$ cat config.mk
export PLATFORM = sky130hd
export DESIGN_NAME = slis_irq_status
export DESIGN_NICKNAME = d
export VERILOG_FILES = /design/src/include/slis_pkg.sv /design/src/rtl/slis_flag_bank.sv /design/src/rtl/slis_irq_status.sv
export SDC_FILE = /design/constraint.sdc
export NUM_CORES = 1
export LEC_CHECK = 0
export ABC_AREA = 1
export BUFFER_PORTS_ARGS = -buffer_cell sky130_fd_sc_hd__buf_2
export CAP_MARGIN = 5
export CORE_UTILIZATION = 40
export CTS_CLUSTER_DIAMETER = 60
export DETAILED_ROUTE_END_ITERATION = 6
export PLACE_DENSITY = 0.71
export SLEW_MARGIN = 10
export SYNTH_ARGS = -nofsm -noshare
export SYNTH_HDL_FRONTEND = slang
export SYNTH_HIERARCHICAL = 1
export SYNTH_SLANG_ARGS = --single-unit
$ cat constraint.sdc
create_clock -name i_clk -period 1.9 [get_ports i_clk]
set_input_delay 0.095 -clock i_clk [delete_from_list [all_inputs] [get_ports i_clk]]
set_output_delay 0.095 -clock i_clk [all_outputs]
set_load 0.01 [all_outputs]
$ cat src/include/slis_pkg.sv
/*
  constants for the per-slot level interrupt status block: register offsets,
  field positions, reset values and widths.
  assumes the device register port addresses registers by their word offset.
*/
package slis_pkg;

  // ----------------------------------------------------------------------
  // register map
  // ----------------------------------------------------------------------
  localparam int          REG_W          = 16;
  localparam int          ADDR_W         = 16;
  localparam int          NUM_SLOTS      = 12;
  localparam int          FIFO_CNT_W     = 11;
  localparam logic [15:0] ADDR_DATA_STAT = 16'h0001;
  localparam logic [15:0] ADDR_LEV0_STAT = 16'h0002;
  localparam logic [15:0] ADDR_LEV1_STAT = 16'h0003;
  localparam logic [15:0] ADDR_ACLEAR    = 16'h0007;

  // ----------------------------------------------------------------------
  // field positions
  // ----------------------------------------------------------------------
  localparam int          FIFO_THR_BIT   = 15;
  localparam int          SLOT_L_BIT     = 11;
  localparam int          ACLR_FIFO_BIT  = 15;
  localparam int          ACLR_SLOT_L    = 11;

  // ----------------------------------------------------------------------
  // reset values and masks
  // ----------------------------------------------------------------------
  localparam logic [11:0] STATUS_RST     = 12'h000;
  localparam logic [15:0] ACLEAR_RST     = 16'h8FFF;
  localparam logic [15:0] ACLEAR_MASK    = 16'h8FFF;
  localparam logic [15:0] RDATA_RST      = 16'h0000;

endpackage : slis_pkg

$ cat src/rtl/slis_flag_bank.sv
/*
  bank of sticky event flags: hardware set, clear by request, set wins.
  assumes set and clear are synchronous one-cycle pulses on i_clk.
*/
`timescale 1ns/1ps
module slis_flag_bank #(
  parameter int WIDTH = 12
) (
  input  wire logic             i_clk,
  input  wire logic             i_rstn,
  input  wire logic             i_ce,
  input  wire logic [WIDTH-1:0] i_set,
  input  wire logic [WIDTH-1:0] i_clr,
  output logic      [WIDTH-1:0] o_flag
);

  // ----------------------------------------------------------------------
  // one flop per flag
  // ----------------------------------------------------------------------
  genvar g;
  generate
    for (g = 0; g < WIDTH; g++)
    begin : g_flag
      always_ff @(posedge i_clk or negedge i_rstn)
      begin
        if (!i_rstn)
          o_flag[g] <= 1'b0;
        else if (i_ce)
        begin
          // set listed last so a same-cycle clear never loses an event
          if (i_clr[g])
            o_flag[g] <= 1'b0;
          if (i_set[g])
            o_flag[g] <= 1'b1;
        end
      end
    end
  endgenerate

endmodule : slis_flag_bank

$ cat src/rtl/slis_irq_status.sv
/*
  per-slot level interrupt status, fifo threshold and slot l data-ready flags,
  and the interrupt autoclear enable register.
  assumes all event inputs are synchronous pulses and the register port
  strobes last one cycle each.
*/
// Summary of operation
// RQ1: the level-zero status register holds one flag per slot, a at bit 0 to l at bit 11, 15:12 read 0.
// RQ2: a level-zero flag sets on its slot's data update when the level-zero criteria hold.
// RQ3: level-zero flags reset to 0 and clear when software writes one, a zero leaves them.
// RQ4: the level-one status register has the same layout, bits 15:12 reading 0.
// RQ5: a level-one flag sets on its slot's data update when the level-one criteria hold.
// RQ6: level-one flags reset to 0 and clear only by a written one.
// RQ7: autoclear bit 15 resets to 1 and then a fifo read clears the threshold flag; 14:12 read 0.
// RQ8: autoclear bit 11 resets to 1 and then a slot l data read clears the slot l data flag.
// RQ9: software may change both autoclear bits to pick read clearing or write-one clearing.
// RQ10: the slot l data flag sets on every slot l data update, cleared by write one or autoclear.
// RQ11: the fifo threshold flag sets on a fifo write when the byte count exceeds the threshold.
// RQ12: a set and a clear of the same flag in one cycle leave the flag set.
`timescale 1ns/1ps
module slis_irq_status #(
  parameter int NUM_SLOTS = slis_pkg::NUM_SLOTS,
  parameter int CNT_W     = slis_pkg::FIFO_CNT_W
) (
  input  wire logic                      i_clk,
  input  wire logic                      i_rstn,
  input  wire logic                      i_ce,
  input  wire logic                      i_reg_wr,
  input  wire logic                      i_reg_rd,
  input  wire logic [slis_pkg::ADDR_W-1:0] i_reg_addr,
  input  wire logic [slis_pkg::REG_W-1:0]  i_reg_wdata,
  input  wire logic [NUM_SLOTS-1:0]      i_slot_update,
  input  wire logic [NUM_SLOTS-1:0]      i_lev0_met,
  input  wire logic [NUM_SLOTS-1:0]      i_lev1_met,
  input  wire logic                      i_fifo_write,
  input  wire logic                      i_fifo_read,
  input  wire logic [CNT_W-1:0]          i_fifo_byte_count,
  input  wire logic [CNT_W-1:0]          i_fifo_threshold_value,
  input  wire logic                      i_slot_l_data_read,
  output logic      [slis_pkg::REG_W-1:0]  o_reg_rdata,
  output logic      [NUM_SLOTS-1:0]      o_level_zero_irq_status,
  output logic      [NUM_SLOTS-1:0]      o_level_one_irq_status,
  output logic                           o_fifo_threshold_flag,
  output logic                           o_slot_l_data_flag,
  output logic                           o_fifo_threshold_autoclear_en,
  output logic                           o_slot_l_data_autoclear_en
);

  // ----------------------------------------------------------------------
  // address decode
  // ----------------------------------------------------------------------
  function automatic logic reg_hit(input logic [slis_pkg::ADDR_W-1:0] addr,
                                   input logic [slis_pkg::ADDR_W-1:0] target);
    reg_hit = (addr == target);
  endfunction : reg_hit

  logic                       wr_lev0;
  logic                       wr_lev1;
  logic                       wr_data;
  logic                       wr_aclr;
  logic [slis_pkg::REG_W-1:0] irq_autoclear_enable;
  logic [NUM_SLOTS-1:0]       set_lev0;
  logic [NUM_SLOTS-1:0]       set_lev1;
  logic                       set_fifo_thr;
  logic                       set_slot_l;
  logic                       clr_fifo_thr;
  logic                       clr_slot_l;
  logic [slis_pkg::REG_W-1:0] next_rdata;

  assign wr_lev0 = i_reg_wr && reg_hit(i_reg_addr, slis_pkg::ADDR_LEV0_STAT);
  assign wr_lev1 = i_reg_wr && reg_hit(i_reg_addr, slis_pkg::ADDR_LEV1_STAT);
  assign wr_data = i_reg_wr && reg_hit(i_reg_addr, slis_pkg::ADDR_DATA_STAT);
  assign wr_aclr = i_reg_wr && reg_hit(i_reg_addr, slis_pkg::ADDR_ACLEAR);

  // ----------------------------------------------------------------------
  // level flag events
  // ----------------------------------------------------------------------
  assign set_lev0 = i_slot_update & i_lev0_met;                           // [RQ2]
  assign set_lev1 = i_slot_update & i_lev1_met;                           // [RQ5]

  slis_flag_bank #(
    .WIDTH (NUM_SLOTS)
  ) u_lev0 (
    .i_clk  (i_clk),
    .i_rstn (i_rstn),
    .i_ce   (i_ce),
    .i_set  (set_lev0),
    .i_clr  (wr_lev0 ? i_reg_wdata[NUM_SLOTS-1:0] : '0),                  // [RQ3] [RQ12]
    .o_flag (o_level_zero_irq_status)
  );

  slis_flag_bank #(
    .WIDTH (NUM_SLOTS)
  ) u_lev1 (
    .i_clk  (i_clk),
    .i_rstn (i_rstn),
    .i_ce   (i_ce),
    .i_set  (set_lev1),
    .i_clr  (wr_lev1 ? i_reg_wdata[NUM_SLOTS-1:0] : '0),                  // [RQ6] [RQ12]
    .o_flag (o_level_one_irq_status)
  );

  // ----------------------------------------------------------------------
  // fifo threshold and slot l data flags
  // ----------------------------------------------------------------------
  assign set_fifo_thr = i_fifo_write && (i_fifo_byte_count > i_fifo_threshold_value); // [RQ11]
  assign set_slot_l   = i_slot_update[NUM_SLOTS-1];                                    // [RQ10]
  assign clr_fifo_thr = (wr_data && i_reg_wdata[slis_pkg::FIFO_THR_BIT])
                      || (i_fifo_read && o_fifo_threshold_autoclear_en);              // [RQ7]
  assign clr_slot_l   = (wr_data && i_reg_wdata[slis_pkg::SLOT_L_BIT])
                      || (i_slot_l_data_read && o_slot_l_data_autoclear_en);          // [RQ8]

  slis_flag_bank #(
    .WIDTH (2)
  ) u_data (
    .i_clk  (i_clk),
    .i_rstn (i_rstn),
    .i_ce   (i_ce),
    .i_set  ({set_fifo_thr, set_slot_l}),
    .i_clr  ({clr_fifo_thr, clr_slot_l}),                                 // [RQ12]
    .o_flag ({o_fifo_threshold_flag, o_slot_l_data_flag})
  );

  // ----------------------------------------------------------------------
  // autoclear enable register
  // ----------------------------------------------------------------------
  // bits 10:0 are kept as plain storage and drive no autoclear in this block
  always_ff @(posedge i_clk or negedge i_rstn)
  begin
    if (!i_rstn)
      irq_autoclear_enable <= slis_pkg::ACLEAR_RST;                       // [RQ7] [RQ8]
    else if (i_ce && wr_aclr)
      irq_autoclear_enable <= i_reg_wdata & slis_pkg::ACLEAR_MASK;        // [RQ9]
  end

  assign o_fifo_threshold_autoclear_en = irq_autoclear_enable[slis_pkg::ACLR_FIFO_BIT];
  assign o_slot_l_data_autoclear_en    = irq_autoclear_enable[slis_pkg::ACLR_SLOT_L];

  // ----------------------------------------------------------------------
  // read data
  // ----------------------------------------------------------------------
  always_comb
  begin
    next_rdata = slis_pkg::RDATA_RST;
    if (reg_hit(i_reg_addr, slis_pkg::ADDR_LEV0_STAT))
      next_rdata[NUM_SLOTS-1:0] = o_level_zero_irq_status;                // [RQ1]
    else if (reg_hit(i_reg_addr, slis_pkg::ADDR_LEV1_STAT))
      next_rdata[NUM_SLOTS-1:0] = o_level_one_irq_status;                 // [RQ4]
    else if (reg_hit(i_reg_addr, slis_pkg::ADDR_DATA_STAT))
    begin
      next_rdata[slis_pkg::FIFO_THR_BIT] = o_fifo_threshold_flag;
      next_rdata[slis_pkg::SLOT_L_BIT]  = o_slot_l_data_flag;
    end
    else if (reg_hit(i_reg_addr, slis_pkg::ADDR_ACLEAR))
      next_rdata = irq_autoclear_enable;
  end

  // read data holds until the next read strobe
  always_ff @(posedge i_clk or negedge i_rstn)
  begin
    if (!i_rstn)
      o_reg_rdata <= slis_pkg::RDATA_RST;
    else if (i_ce && i_reg_rd)
      o_reg_rdata <= next_rdata;
  end
endmodule : slis_irq_status

==> impl_results.md <==
* Status: complete, no violations
* Die width at 92.25 um
* Syn avg cell area at ~7.1 sq um
* RSZ-0062 raised after global routing: false
* Worst-path fanout max at 12
* Main synth FF type: dfrtp_1
* Cells after synthesis at between 400 and 500
* Ys Warns at 6
* Root buffer cell: clkbuf_8
* Maximum Capacitance Violations at 0
* Startpoint types: input pin
* Antenna violation net count after detailed routing at 0
* Area contributors post-synth: dfrtp_1, nand2_1, dfstp_2
* Layout fillers at 819
* Worst Hold Class: in2reg
* EDFF count, synth at 0
* Number of global-route vias before repair at 2919
* Post-DP HPWL at 6282 um
* Clock H-tree levels at 2
* Netlist cell types at 27
* Clock buffer depth at 2
* Least-Margin Pin Slew at between 0.6 and 0.7 ns
* Hold Buf Count CTS at 1
* Setup crit end kind: register
* Detailed Routing Iterations Pass 1 at 4
* Final hold vios at 0
* Initial antenna violation count at 0
* Reg clk slew, reported paths at 0.09 ns
* Critical path class: in2reg
* F_max at slightly above 700 MHz
* Starting Density at 41.73%
* Total wire length at ~8300 um
* Arrival @ worst endpoint at 1.59 ns
* Largest net degree at the start of global routing at 51
* PostCTS Resize Cnt at 0
* WL/cell at about 12 um
* Share of layout cells above drive strength 1 at 32.77%
* First-pass GRT wire length at 13810 um
* Overall routing resource usage at between 20% and 30%
* Max VDD drop at 0.2648 mV
* Ports at 142
* Via count at approximately 3.2k
* Final Critical Period at 1.396 ns
* #FFs+latches synth at 52
* Area growth from synthesis to layout at 24.92%
* Port bufs at 135
* Setup Skew at roughly 0.011 ns
* Biggest area consumer among synthesized cells: dfrtp_1
* GP Congestion at 0.8583
* Final Cycle Share at 73.47%
* Post-synth top area share at 29.95%
* Critical path data required time at 2.10 ns
* Slew Limit Fails at 0
* PwrDens at 501.9 nW/um^2
* Vias per cell at 4.538
* Die Y at around 92 um
* Multi-input combinational cell area at 1607 sq um
* # clock sinks at 52
* N_diodes at 0
* Fin Setup TNS at 0 ns
* Post-synth top cells: nand2_1, inv_1, dfrtp_1, nand3_1, nor2_1
* Slew HR at a little under three fifths
* Endpoints failing setup at 0
* Leak at around 0.0023 uW
* Clock Latency Late Sink at slightly above 0.3 ns
* CTS buffer count at 5
* DIE AREA at 8510 sq um
* Count leader, synth: nand2_1
* Grt ovf at 0
* DRC violation count after routing at 0
* Setup Buffers After CTS at 0
* Final Core Density at 52.13%
* Initial DRC Count at between 100 and 150
* CTS tree: done
* Core area at around 8000 sq um
* Post-synth ARST share at 100.0%
* Register Area at 1318 sq um
* Row cnt at 32
* Nets at about 700
* Seq/Total Area, Yosys at between 40% and 50%
* Mapped cell area at 3258 sq um
-- through the flow --
step | cells | hold WS [ns] | power, uW | worst slack (ns) | cell area (sq um)
floorplan | 464 | -0.2006 | 1265 | 0.6034 | 3266
global placement | 688 | 0.09172 | 1410 | 0.2118 | 3968
detailed placement | 688 | 0.09830 | 1417 | 0.1513 | 3968
CTS | 697 | 0.007281 | 2072 | 0.4899 | 4070
global route | 697 | 0.03063 | 2143 | 0.2596 | 4070
finish | 697 | 0.01744 | 2043 | 0.5041 | 4070
-- registers in the layout, summed over array words and instances, names as in the netlist --
register	count
o_reg_rdata	13
u_data/o_flag	2
u_lev0/o_flag	12
u_lev1/o_flag	12
irq_autoclear_enable	13
-- worst max-delay path, stage by stage --
cell	delay, ns
buf_2	0.09
nor2_1	0.09
nand2_1	0.09
nor2_4	0.21
nand2_2	0.10
nor3_2	0.20
nand2_2	0.29
nor3_1	0.22
nand2_1	0.08
nand2_1	0.07
nand2_1	0.04
-- layout make-up --
cell class,count,area share (%)
well taps,102,3.136
repair buffers,140,17.58
flip-flops and latches,52,32.37
clock inverters,2,0.2459
inverters,56,5.164
clock buffers,6,2.029
multi-input cells,339,39.47
-- cell usage in the layout, fill, tap and decap left out, types with 2 or more instances in the layout --
cell and n:
dfstp_2 13, buf_4 4, clkbuf_8 6, and2_2 3, o21ai_2 5, conb_1 3, nor2_2 10, inv_1 56
nor2_4 2, a21oi_1 5, nor3_1 2, ha_1 11, nand4_1 3, o21ai_1 8, buf_2 135, dfrtp_1 39
nor2_1 16, nand2_1 230, nand2_2 2, nand3_1 21, o21ai_0 4, nor3_2 10, clkinv_2 2
-- logic make-up after synthesis --
| group | Yosys count | synth area share, % |
|---|---|---|
| AOI/OAI and AO/OA | 23 | 4.186 |
| adders and majority gates | 11 | 4.224 |
| buffers and inverters | 73 | 10.48 |
| DFF | 52 | 40.44 |
| other | 1 | 0.1151 |
| and+or+nand+nor | 302 | 40.55 |
-- power breakdown --
group          switching [uW]  internal [uW]  leakage, uW
Combinational             167            118      0.00168
Sequential               1.43           1110     0.000543
Clock                     356            291    0.0000510
Total                     524           1520      0.00227
-- worst paths after layout --
kind                                                            from                              endpoint  slack, ns  cells after the start
worst min register to register   irq_autoclear_enable[9]$_DFFE_PN1P_   irq_autoclear_enable[9]$_DFFE_PN1P_       0.48                      2
worst max-delay path                                  i_reg_addr[13]         u_lev0/o_flag[11]$_DFFE_PN0P_       0.50                     11
min in group asynchronous                                     i_rstn            o_reg_rdata[6]$_DFFE_PN0P_       0.28                      2
max in group asynchronous                                     i_rstn   irq_autoclear_enable[3]$_DFFE_PN1P_       0.93                      3
worst max register to register  irq_autoclear_enable[11]$_DFFE_PN1P_          u_data/o_flag[0]$_DFFE_PN0P_       0.95                      5
worst min-delay path                                 i_reg_wdata[15]  irq_autoclear_enable[15]$_DFFE_PN1P_       0.02                      3
-- per-layer routing --
metal,part of all wire [%],up-vias,global-route usage (%)
met5,0,-,0
met4,1.4,0,6.380
met3,5.5,11,2.902
met2,49,101,35.01
met1,44,1396,27.10
li1,-,1655,-
Note: power is estimated with default switching activity, not from simulation.
